[src/common/adc_timing_pkg.sv]
// constants and types shared by the conversion timing controller
package adc_timing_pkg;

  localparam int unsigned CLK_MHZ       = 100;
  localparam int unsigned RESULT_W      = 10;
  localparam int unsigned CHAN_W        = 3;
  localparam int unsigned CODE_W        = 3;
  localparam int unsigned CNT_W         = 9;
  localparam int unsigned SYNC_W        = 3;
  localparam int unsigned WAIT_CYCLES   = 2;

  // reference settling time in microseconds, and its cycle counts
  localparam int unsigned REF_SETTLE_US     = 17;
  localparam int unsigned REF_SETTLE_HI_US  = 14;
  localparam int unsigned REF_SETTLE_CYC    = REF_SETTLE_US * CLK_MHZ;
  localparam int unsigned REF_SETTLE_HI_CYC = REF_SETTLE_HI_US * CLK_MHZ;
  localparam int unsigned SETTLE_W          = 11;

  localparam logic [CODE_W-1:0] CODE_288 = 3'h0;
  localparam logic [CODE_W-1:0] CODE_240 = 3'h1;
  localparam logic [CODE_W-1:0] CODE_192 = 3'h2;
  localparam logic [CODE_W-1:0] CODE_144 = 3'h4;
  localparam logic [CODE_W-1:0] CODE_120 = 3'h5;
  localparam logic [CODE_W-1:0] CODE_96  = 3'h6;

  localparam logic [CNT_W-1:0] CONV_288 = 9'h120;
  localparam logic [CNT_W-1:0] CONV_240 = 9'h0F0;
  localparam logic [CNT_W-1:0] CONV_192 = 9'h0C0;
  localparam logic [CNT_W-1:0] CONV_144 = 9'h090;
  localparam logic [CNT_W-1:0] CONV_120 = 9'h078;
  localparam logic [CNT_W-1:0] CONV_96  = 9'h060;

  localparam logic [CNT_W-1:0] SAMP_40 = 9'h028;
  localparam logic [CNT_W-1:0] SAMP_32 = 9'h020;
  localparam logic [CNT_W-1:0] SAMP_24 = 9'h018;
  localparam logic [CNT_W-1:0] SAMP_20 = 9'h014;
  localparam logic [CNT_W-1:0] SAMP_16 = 9'h010;
  localparam logic [CNT_W-1:0] SAMP_12 = 9'h00C;

  // start delay uses the maximum of each documented range
  localparam logic [CNT_W-1:0] DLY_12 = 9'h00C;
  localparam logic [CNT_W-1:0] DLY_11 = 9'h00B;
  localparam logic [CNT_W-1:0] DLY_10 = 9'h00A;

  localparam logic [CNT_W-1:0] CNT_ONE  = 9'h001;
  localparam logic [CNT_W-1:0] CNT_ZERO = 9'h000;

  typedef enum logic [1:0] {
    ST_IDLE  = 2'b00,
    ST_WAIT  = 2'b01,
    ST_DELAY = 2'b10,
    ST_CONV  = 2'b11
  } conv_state_t;

endpackage

[src/rtl/conv_time_decode.sv]
// decode of the conversion-time select code into cycle counts
`timescale 1ns/1ns
module conv_time_decode
  import adc_timing_pkg::*;
(
  input  wire logic [CODE_W-1:0] i_code,
  output logic      [CNT_W-1:0]  o_conv_len,
  output logic      [CNT_W-1:0]  o_samp_len,
  output logic      [CNT_W-1:0]  o_delay_len,
  output logic                   o_code_bad
);

  always_comb
  begin
    o_conv_len  = CONV_288;
    o_samp_len  = SAMP_40;
    o_delay_len = DLY_12;
    o_code_bad  = 1'b0;
    unique case (i_code)
      CODE_288:
      begin
        o_conv_len  = CONV_288;
        o_samp_len  = SAMP_40;
        o_delay_len = DLY_12;
      end
      CODE_240:
      begin
        o_conv_len  = CONV_240;
        o_samp_len  = SAMP_32;
        o_delay_len = DLY_12;
      end
      CODE_192:
      begin
        o_conv_len  = CONV_192;
        o_samp_len  = SAMP_24;
        o_delay_len = DLY_11;
      end
      CODE_144:
      begin
        o_conv_len  = CONV_144;
        o_samp_len  = SAMP_20;
        o_delay_len = DLY_10;
      end
      CODE_120:
      begin
        o_conv_len  = CONV_120;
        o_samp_len  = SAMP_16;
        o_delay_len = DLY_10;
      end
      CODE_96:
      begin
        o_conv_len  = CONV_96;
        o_samp_len  = SAMP_12;
        o_delay_len = DLY_12;
      end
      default:
      begin
        // prohibited codes: converter refuses to start
        o_code_bad = 1'b1;
      end
    endcase
  end

endmodule

[src/rtl/adc_conversion_timing_control.sv]
// conversion sequencer: start delay, sampling, conversion, result latch
`timescale 1ns/1ns

// Functional notes
// - select code sets conversion and sampling cycle counts; other codes prohibited
// - a code-dependent start delay precedes sampling after conversion is enabled
// - start delay counts only after the enabling access's bus wait has ended
// - sampling is inside the conversion time; end falls conversion-count after sampling
// - mode or channel writes may spoil result; software reads result first
// - run set early after reference-on, or reference off: first result flagged
// - result is a 10-bit binary code, one step is reference over 1024
// - run starts conversion; each result with SAR done and without a coinciding mode or channel write is stored and next conversion starts
// - clearing run mid-conversion aborts with no result stored
// - compare off: done request raised at the end of every conversion without a coinciding mode or channel write
module adc_conversion_timing_control
  import adc_timing_pkg::*;
#(
  parameter int unsigned SETTLE_CYC    = REF_SETTLE_CYC,
  parameter int unsigned SETTLE_HI_CYC = REF_SETTLE_HI_CYC
)
(
  input  wire logic                i_core_clk,
  input  wire logic                i_resetn,
  input  wire logic                i_clk_en,
  input  wire logic                i_conversion_run,
  input  wire logic                i_reference_on,
  input  wire logic                i_ref_high,
  input  wire logic [CODE_W-1:0]   i_conversion_time_select,
  input  wire logic [CHAN_W-1:0]   i_channel_select,
  input  wire logic                i_mode_write,
  input  wire logic                i_channel_write,
  input  wire logic                i_compare_enable,
  input  wire logic                i_compare_below,
  input  wire logic [RESULT_W-1:0] i_compare_threshold,
  input  wire logic                i_sar_done,
  input  wire logic [RESULT_W-1:0] i_sar_value,
  output logic                     o_sample,
  output logic                     o_sar_start,
  output logic [CHAN_W-1:0]        o_channel,
  output logic [RESULT_W-1:0]      o_conversion_result,
  output logic                     o_result_valid,
  output logic                     o_result_suspect,
  output logic                     o_conversion_done_irq,
  output logic                     o_end_strobe,
  output logic                     o_busy,
  output logic                     o_code_bad
);

  // ****************************************************************
  // reset release and state
  // ****************************************************************
  logic [1:0] rst_sync_q;
  logic       rst_n;

  always_ff @(posedge i_core_clk or negedge i_resetn)
  begin
    if (!i_resetn)
      rst_sync_q <= 2'h0;
    else
      rst_sync_q <= {rst_sync_q[0], 1'b1};
  end
  assign rst_n = rst_sync_q[1];

  typedef struct packed {
    conv_state_t             st;
    logic [CNT_W-1:0]        cnt;
    logic [CNT_W-1:0]        samp;
    logic [SETTLE_W-1:0]     settle;
    logic                    ref_q;
    logic                    first_bad;
    logic                    sample;
    logic                    sar_start;
    logic [CHAN_W-1:0]       chan;
    logic [RESULT_W-1:0]     result;
    logic                    valid;
    logic                    suspect;
    logic                    irq;
    logic                    strobe;
    logic                    code_bad;
    logic                    busy;
  } ctrl_t;

  ctrl_t s_q;
  ctrl_t s_d;

  logic [CNT_W-1:0] conv_len;
  logic [CNT_W-1:0] samp_len;
  logic [CNT_W-1:0] delay_len;
  logic             bad_code;

  conv_time_decode u_decode (
    .i_code      (i_conversion_time_select),
    .o_conv_len  (conv_len),
    .o_samp_len  (samp_len),
    .o_delay_len (delay_len),
    .o_code_bad  (bad_code)
  );

  // ****************************************************************
  // sequencing
  // ****************************************************************
  logic             reg_write;
  logic             cmp_hit;
  logic [SETTLE_W-1:0] settle_need;

  always_comb
  begin
    reg_write   = i_mode_write | i_channel_write;
    settle_need = i_ref_high ? SETTLE_W'(SETTLE_HI_CYC) : SETTLE_W'(SETTLE_CYC);
    cmp_hit     = i_compare_below ? (i_sar_value <  i_compare_threshold)
                                  : (i_sar_value >= i_compare_threshold);
    s_d           = s_q;
    s_d.sar_start = 1'b0;
    s_d.strobe    = 1'b0;
    s_d.irq       = 1'b0;
    s_d.code_bad  = bad_code;
    s_d.ref_q     = i_reference_on;
    // reference settling counter restarts on reference-on rising
    if (!i_reference_on)
      s_d.settle = '0;
    else if (!s_q.ref_q)
      s_d.settle = '0;
    else if (s_q.settle != settle_need && s_q.settle != {SETTLE_W{1'b1}})
      s_d.settle = s_q.settle + SETTLE_W'(1);
    // a mode or channel write may leave the result unusable
    if (reg_write)
      s_d.valid = 1'b0;
    unique case (s_q.st)
      ST_IDLE:
      begin
        s_d.sample = 1'b0;
        if (i_conversion_run && !bad_code)
        begin
          s_d.st        = ST_WAIT;
          s_d.cnt       = CNT_WORD(WAIT_CYCLES);
          s_d.chan      = i_channel_select;
          s_d.first_bad = !i_reference_on || (s_q.settle < settle_need);
        end
      end
      ST_WAIT:
      begin
        // the enabling access still holds its bus wait
        if (!i_conversion_run)
          s_d.st = ST_IDLE;
        else if (s_q.cnt == CNT_ONE)
        begin
          s_d.st  = ST_DELAY;
          s_d.cnt = delay_len;
        end
        else
          s_d.cnt = s_q.cnt - CNT_ONE;
      end
      ST_DELAY:
      begin
        if (!i_conversion_run)
          s_d.st = ST_IDLE;
        else if (s_q.cnt == CNT_ONE)
        begin
          s_d.st        = ST_CONV;
          s_d.cnt       = conv_len;
          s_d.samp      = samp_len;
          s_d.sample    = 1'b1;
          s_d.sar_start = 1'b1;
        end
        else
          s_d.cnt = s_q.cnt - CNT_ONE;
      end
      ST_CONV:
      begin
        if (!i_conversion_run)
        begin
          s_d.st     = ST_IDLE;
          s_d.sample = 1'b0;
        end
        else
        begin
          // sampling window runs inside the conversion count
          if (s_q.samp == CNT_ONE)
            s_d.sample = 1'b0;
          if (s_q.samp != CNT_ZERO)
            s_d.samp = s_q.samp - CNT_ONE;
          if (s_q.cnt == CNT_ONE)
          begin
            s_d.strobe = 1'b1;
            // a coinciding mode or channel write wins: no store, no request
            if (!reg_write)
            begin
              s_d.result  = i_sar_done ? i_sar_value : s_q.result;
              s_d.valid   = 1'b1;
              s_d.suspect = s_q.first_bad;
              s_d.irq     = !i_compare_enable || cmp_hit;
            end
            s_d.first_bad = 1'b0;
            // next conversion starts straight away, channel re-read
            s_d.cnt       = conv_len;
            s_d.samp      = samp_len;
            s_d.sample    = 1'b1;
            s_d.sar_start = 1'b1;
            s_d.chan      = i_channel_select;
          end
          else
            s_d.cnt = s_q.cnt - CNT_ONE;
        end
      end
    endcase
    // busy is registered so the output comes straight from a flop
    s_d.busy = (s_d.st != ST_IDLE);
  end

  function automatic logic [CNT_W-1:0] CNT_WORD(input int unsigned n);
    CNT_WORD = CNT_W'(n);
  endfunction

  always_ff @(posedge i_core_clk or negedge rst_n)
  begin
    if (!rst_n)
      s_q <= '0;
    else if (i_clk_en)
      s_q <= s_d;
  end

  // ****************************************************************
  // outputs
  // ****************************************************************
  assign o_sample              = s_q.sample;
  assign o_sar_start           = s_q.sar_start;
  assign o_channel             = s_q.chan;
  assign o_conversion_result   = s_q.result;
  assign o_result_valid        = s_q.valid;
  assign o_result_suspect      = s_q.suspect;
  assign o_conversion_done_irq = s_q.irq;
  assign o_end_strobe          = s_q.strobe;
  assign o_busy                = s_q.busy;
  assign o_code_bad            = s_q.code_bad;

endmodule

[config.mk]
export PLATFORM = sky130hd
export DESIGN_NAME = adc_conversion_timing_control
export DESIGN_NICKNAME = d
export VERILOG_FILES = /design/src/common/adc_timing_pkg.sv /design/src/rtl/conv_time_decode.sv /design/src/rtl/adc_conversion_timing_control.sv
export SDC_FILE = /design/constraint.sdc
export NUM_CORES = 1
export LEC_CHECK = 0
export BUFFER_PORTS_ARGS = -buffer_cell sky130_fd_sc_hd__buf_4
export CORE_MARGIN = 2
export CORE_UTILIZATION = 50
export CTS_BUF_LIST = sky130_fd_sc_hd__clkbuf_2 sky130_fd_sc_hd__clkbuf_4 sky130_fd_sc_hd__clkbuf_8
export DETAILED_ROUTE_END_ITERATION = 6
export HOLD_SLACK_MARGIN = 0.1
export MAX_ROUTING_LAYER = met4
export PLACE_DENSITY = 0.77
export SYNTH_ARGS = -nofsm -noshare
export SYNTH_HDL_FRONTEND = slang
export SYNTH_SLANG_ARGS = --single-unit
export TNS_END_PERCENT = 50
[constraint.sdc]
create_clock -name i_core_clk -period 3.2 [get_ports i_core_clk]
set_input_delay 0 -clock i_core_clk [delete_from_list [all_inputs] [get_ports i_core_clk]]
set_output_delay 0 -clock i_core_clk [all_outputs]
set_load 0.02 [all_outputs]
; ---- Word-level counts from Yosys, hierarchy flattened
; Cells that the tools add are included.
[totals]
output_inout_bits = 21
regBits = 56
elab_cells = 110
[classes]
mux = 42
bitwise_logic = 2
magnitude_cmp = 3
eq_ne = 21
reduce_logical = 22
addsub = 3
[ops]
columns = op, count
row1 = two-way mux 18 bit, 3
row2 = two-way mux 9 bit, 6
row3 = one-hot mux 9 bit (5 select lines), 1
row4 = two-way mux 11 bit, 4
row5 = one-hot mux 11 bit (4 select lines), 1
row6 = one-hot mux 6 bit (5 select lines), 1
row7 = two-way mux 10 bit, 2
row8 = two-way mux 20 bit, 1
row9 = AND reduction 5 bit, 4
row10 = == test 9 x 1 -> 1 bit (second input constant), 2
row11 = one-hot mux 9 bit (2 select lines), 1
row12 = subtractor 9 x 1 -> 9 bit (second input constant), 2
row13 = two-way mux 2 bit, 7
row14 = two-way mux 13 bit, 1
row15 = inequality test 2 bit (second input constant), 6
row16 = one-hot mux 3 bit (2 select lines), 2
row17 = AND reduction 6 bit, 2
row18 = adder 11 x 1 -> 11 bit (second input constant), 1
row19 = < comparator 11 bit, 1
row20 = inequality test 11 bit, 1
row21 = inequality test 11 bit (second input constant), 1
row22 = greater-or-equal comparator 10 bit, 1
row23 = < comparator 10 bit, 1
row24 = == test 3 bit (second input constant), 3
row25 = 25 further kinds, 38

; ---- Depth between registers and ports, before layout
[depth]
word_depth = 7
mapped_depth = 8
mapped_depth_nobuf = 7

; ---- By module
; From an unflattened synthesis, not the netlist that was laid out.
[unflattened]
cells_unflattened = 444
hier_area_um2 = 4050.1
[by_module_without_submodules]
columns = mod, cells_each, instances, area_per_inst_um2
row1 = adc_conversion_timing_control, 407, 1, 3811.2
row2 = conv_time_decode, 37, 1, 239.0

; ---- Worst setup path before layout
; No wires, ideal clock.
[synth_timing]
path_type = register -> register
start = register s_q[25] (netlist name)
end = register s_q[31] (netlist name)
period_less_slack_ns = 1.934
t_arrival_ns = 1.811
path_slack_ns = 1.266
path_stages_with_launch = 9
path_cell_list = dfrtp_1 inv_1 ha_1 nand4_1 or4_1 clkbuf_1 nand4b_1 nor3_1 a211o_1
[synth_between]
elab_chain_cells = 4
word_cells_on_any_way = 9
cone_classes = add/sub: 1 / eq/ne: 3 / mux: 3 / reduce/logical: 2
[synth_lines]
columns = item, line_no
row1 = "start, declared", adc_conversion_timing_control.sv:83  ; ctrl_t s_q;
row2 = "start signal, assigned", adc_conversion_timing_control.sv:217  ; s_q <= '0;
row3 = "start signal, assigned", adc_conversion_timing_control.sv:219  ; s_q <= s_d;
row4 = adder 11 x 1 -> 11 bit / inequality test 11 bit (equally long branches), "adc_conversion_timing_control.sv:124, adc_conversion_timing_control.sv:123"
row5 = two-way mux 11 bit / logical AND 1 bit (equally long branches), adc_conversion_timing_control.sv:123  ; else if (s_q.settle != settle_need && s_q.settle != {SETTLE_W{1'b1}})
row6 = two-way mux 11 bit / inequality test 3 x 2 -> 1 bit (equally long branches), n/a
row7 = two-way mux 11 bit / AND reduction 2 bit (equally long branches), n/a
; Several ways; a longest one is shown, not always the timed one. The select of a mux whose other input is x is not followed.
; A chain may end at the register's enable or synchronous reset.

; ---- Worst setup path after layout
[layout_timing]
start = register s_q[44] (netlist name)
end = register s_q[51] (netlist name)
[layout_between]
elab_chain_cells = 4
word_cells_on_any_way = 8
cone_classes = add/sub: 1 / eq/ne: 1 / mux: 6
[layout_lines]
columns = item, line_no
row1 = subtractor 9 x 1 -> 9 bit / == test 9 x 1 -> 1 bit (equally long branches), n/a
row2 = "two-way mux 9 bit, on equally long branches", "adc_conversion_timing_control.sv:157, adc_conversion_timing_control.sv:182, adc_conversion_timing_control.sv:145"
row3 = two-way mux 18 bit (tied with other cells), adc_conversion_timing_control.sv:170  ; if (!i_conversion_run)
row4 = one-hot mux 11 bit (4 select lines) *, adc_conversion_timing_control.sv:128  ; unique case (s_q.st)
; Every way passes the cells marked *; elsewhere a longest branch is shown, timed or not. The select of a mux whose other input is x is not followed.

==> results.py <==
metrics = {
    "cells_and_area": {
        "area_growth_pct": 19.8,
        "drive_above_1_share_pct": 18.6,
        "final_util_pct": 61.7,
        "num_antenna_cells": 0,
        "final_area_um2": 4450,
        "fin_nets": 531,
        "nFillCells": 634,
    },
    "clock_tree": {
        "cts_hold_buf": 24,
        "cts_buffers": 5,
        "clkTransAtPathRegs_ps": 100,
        "htreeDepth": 2,
        "cts_tree": "built",
        "clockRootBuffer": "clkbuf_8",
        "clkLatencyLatePin_ps": 310,
        "numClockSinks": 56,
        "cts.path.max_buffers": 2,
        "cts_resized": 0,
        "cts_setup_buffers": 0,
    },
    "sta": {
        "tightest_slew_ps": 862,
        "worst_slack_ps": 772,
        "clock_skew_ps": 11.4,
        "fin_crit_sh_pct": 75.9,
        "hold_viol_final": 0,
        "rsz0062_at_grt": "no",
        "fmax_mhz": 412,
        "max_slew_margin_pct": 42.5,
        "setup_tns_ps": 0,
        "drv_slew": 0,
        "fin_crit_ps": 2430,
        "setup_violations": 0,
    },
    "detailed_routing": {
        "drc": 0,
        "wl_mm": 9.20,
        "dr.pass1.iters": 4,
        "drt-initial-drc-count": 204,
        "detail_route.vias_per_cell": 5.87,
        "via_count": 3328,
        "final_antenna_net_count": 0,
        "drt-wirelength-per-cell_um": 16.2,
    },
    "placement": {
        "gp_congestion": 0.884,
        "hpwl_mm": 6.64,
        "io_buffers": 57,
        "placed_area_um2": 4120,
        "pre_cts_slack_ps": 891,
    },
    "global_routing": {
        "antenna_found_initial": 0,
        "grt_max_degree": 40,
        "grt_pass1_vias": 3220,
        "overflow": 0,
        "track_usage_pct": 24.2,
        "grt_first_pass_wirelength_mm": 15.7,
    },
    "synthesis": {
        "yosysTopAreaCell": "dfrtp_1",
        "async_flop_share_pct": 100,
        "syn_inst": 404,
        "synth_edf_count": 0,
        "synth-main-ff-cell": "dfrtp_1",
        "synth_top_area_share_pct": 37.7,
        "synth_fp_nets": 468,
        "synthTopCellsByArea": "dfrtp_1, ha_1, inv_1, nand2_1, o21ai_0",
        "synth-seq-area-share_pct": 37.7,
        "avgSynthCellArea_um2": 9.19,
        "synthesis.area_um2": 3710,
        "ys_ff_latch": 56,
        "synth.distinct_cells": 69,
        "yosys-top-cells-count": "dfrtp_1, inv_1, nand2_1",
        "yosysMostFrequentCell": "dfrtp_1",
        "ys_warn_count": 0,
    },
    "die": {
        "start_util_pct": 51.5,
        "ios": 58,
        "dieArea_um2": 8130,
        "fp.dieH_um": 90.2,
        "die_w_um": 90.2,
        "core_um2": 7210,
        "num_rows": 31,
    },
    "power_and_ir_drop": {
        "pwr_density_cell_nw_per_um2": 485,
        "peakVddDrop_v": 0.000210,
        "power_uw": 2160,
        "p_leak_uw": 0.00211,
    },
    "critical_path": {
        "r2r.worst_path.cells": 7,
        "start_kind": "register",
        "critPathMaxFanout": 13,
        "arrival_ps": 2630,
        "criticalPathCategory": "reg2reg",
        "crit_chain": "inv_1 -> ha_1 -> nor2b_1 -> nand3_1 -> a21oi_1 -> a311oi_1 -> o22a_1",
        "cp-end-kind": "register",
        "rr_startpoint": "s_q[44]",
        "crit_family": "simple AND/OR/NAND/NOR gates",
        "critPathMaxStageDelay_ps": 500,
        "cp_slowest_cell": "nand3_1",
        "required_ps": 3400,
        "reg2reg_slack_ps": 770,
        "r2r-end": "s_q[51]",
        "critPathBufInv": 1,
    },
    "worst_hold_path": {
        "holdPathEnd": "o_conversion_done_irq",
        "hold_depth": 4,
        "hp-start": "i_compare_enable",
        "hold_path_class": "in2reg",
    },
    "status": {
        "status": "complete, no violations",
    },
    "flow_run": {
        "maxCapViolCount": 0,
    },
}
-- metrics by stage --
stage	instances	hold WS [ps]
finish	567	96.9
global route	567	123
CTS	567	108
detailed placement	535	-214
global placement	535	-218
floorplan	404	-296
-- power breakdown --
part	internal (uW)	switching [uW]	leakage, uW
Sequential	810	140	0.000747
Clock	162	231	0.0000446
Combinational	350	466	0.00132
Total	1320	837	0.00211
-- how the worst max path moves through the flow --
stage | start | to | slack, ps | cells past startpoint
final | s_q[44] | s_q[51] | 770 | 7
after global routing | s_q[44] | s_q[51] | 670 | 7
after CTS | s_q[44] | s_q[51] | 880 | 7
after detailed placement | s_q[44] | s_q[51] | 890 | 7
after global placement | s_q[53] | o_conversion_result[3] | 1030 | 5
after floorplan | s_q[25] | s_q[31] | 1270 | 8
-- logic make-up after synthesis --
family / count (synthesis) / synth area share [%]
buffers and inverters: 58 / 7.35
DFF: 56 / 37.7
muxes: 17 / 5.39
xor gates and xnor gates: 2 / 0.472
AOI/OAI and AO/OA: 114 / 20.9
adders and majority gates: 27 / 9.10
and+or+nand+nor: 129 / 19.0
other: 1 / 0.101
-- worst register-to-register path: stages (launching register included) --
cell and delay [ps]:
dfrtp_1 430, inv_1 100, ha_1 190, nor2b_1 410, nand3_1 500, a21oi_1 360
a311oi_1 100, o22a_1 230
-- layer usage --
metal / wire length [um] / track usage [%] / up-vias / share of wire, %
li1: - / - / 1597 / -
met1: 4010 / 31.7 / 1585 / 44
met2: 4450 / 38.8 / 128 / 48
met3: 599 / 4.44 / 18 / 6.5
met4: 146 / 6.54 / 0 / 1.6
met5: 0 / - / - / 0
-- registers in the layout, indices dropped and copies added, names as in the netlist --
name / count
s_q: 33
o_conversion_result: 10
o_channel: 3
rst_sync_q: 2
o_busy: 1
o_code_bad: 1
o_conversion_done_irq: 1
o_end_strobe: 1
o_result_suspect: 1
o_result_valid: 1
o_sample: 1
o_sar_start: 1
-- layout by cell type, fill, tap and decap left out, types with 10 or more instances in the layout --
| cell type | instances |
|---|---|
| nor2_1 | 26 |
| nor3_1 | 14 |
| mux2_1 | 10 |
| inv_1 | 32 |
| o21ai_0 | 23 |
| nand3_1 | 16 |
| dlygate4sd3_1 | 24 |
| ha_1 | 27 |
| a21oi_1 | 19 |
| dfrtp_1 | 55 |
| nand2_1 | 31 |
| a31oi_1 | 10 |
| buf_4 | 58 |
-- layout make-up --
| class | count | area [um2] | share of cell area, % |
|---|---|---|---|
| inverters | 32 | 120 | 2.70 |
| multi-input cells | 290 | 2040 | 45.8 |
| clock buffers | 6 | 76.3 | 1.71 |
| clock inverters | 2 | 12.5 | 0.281 |
| repair buffers | 82 | 676 | 15.2 |
| flip-flops and latches | 56 | 1400 | 31.5 |
| well taps | 99 | 124 | 2.78 |
Note: power is estimated with default switching activity, not from simulation.
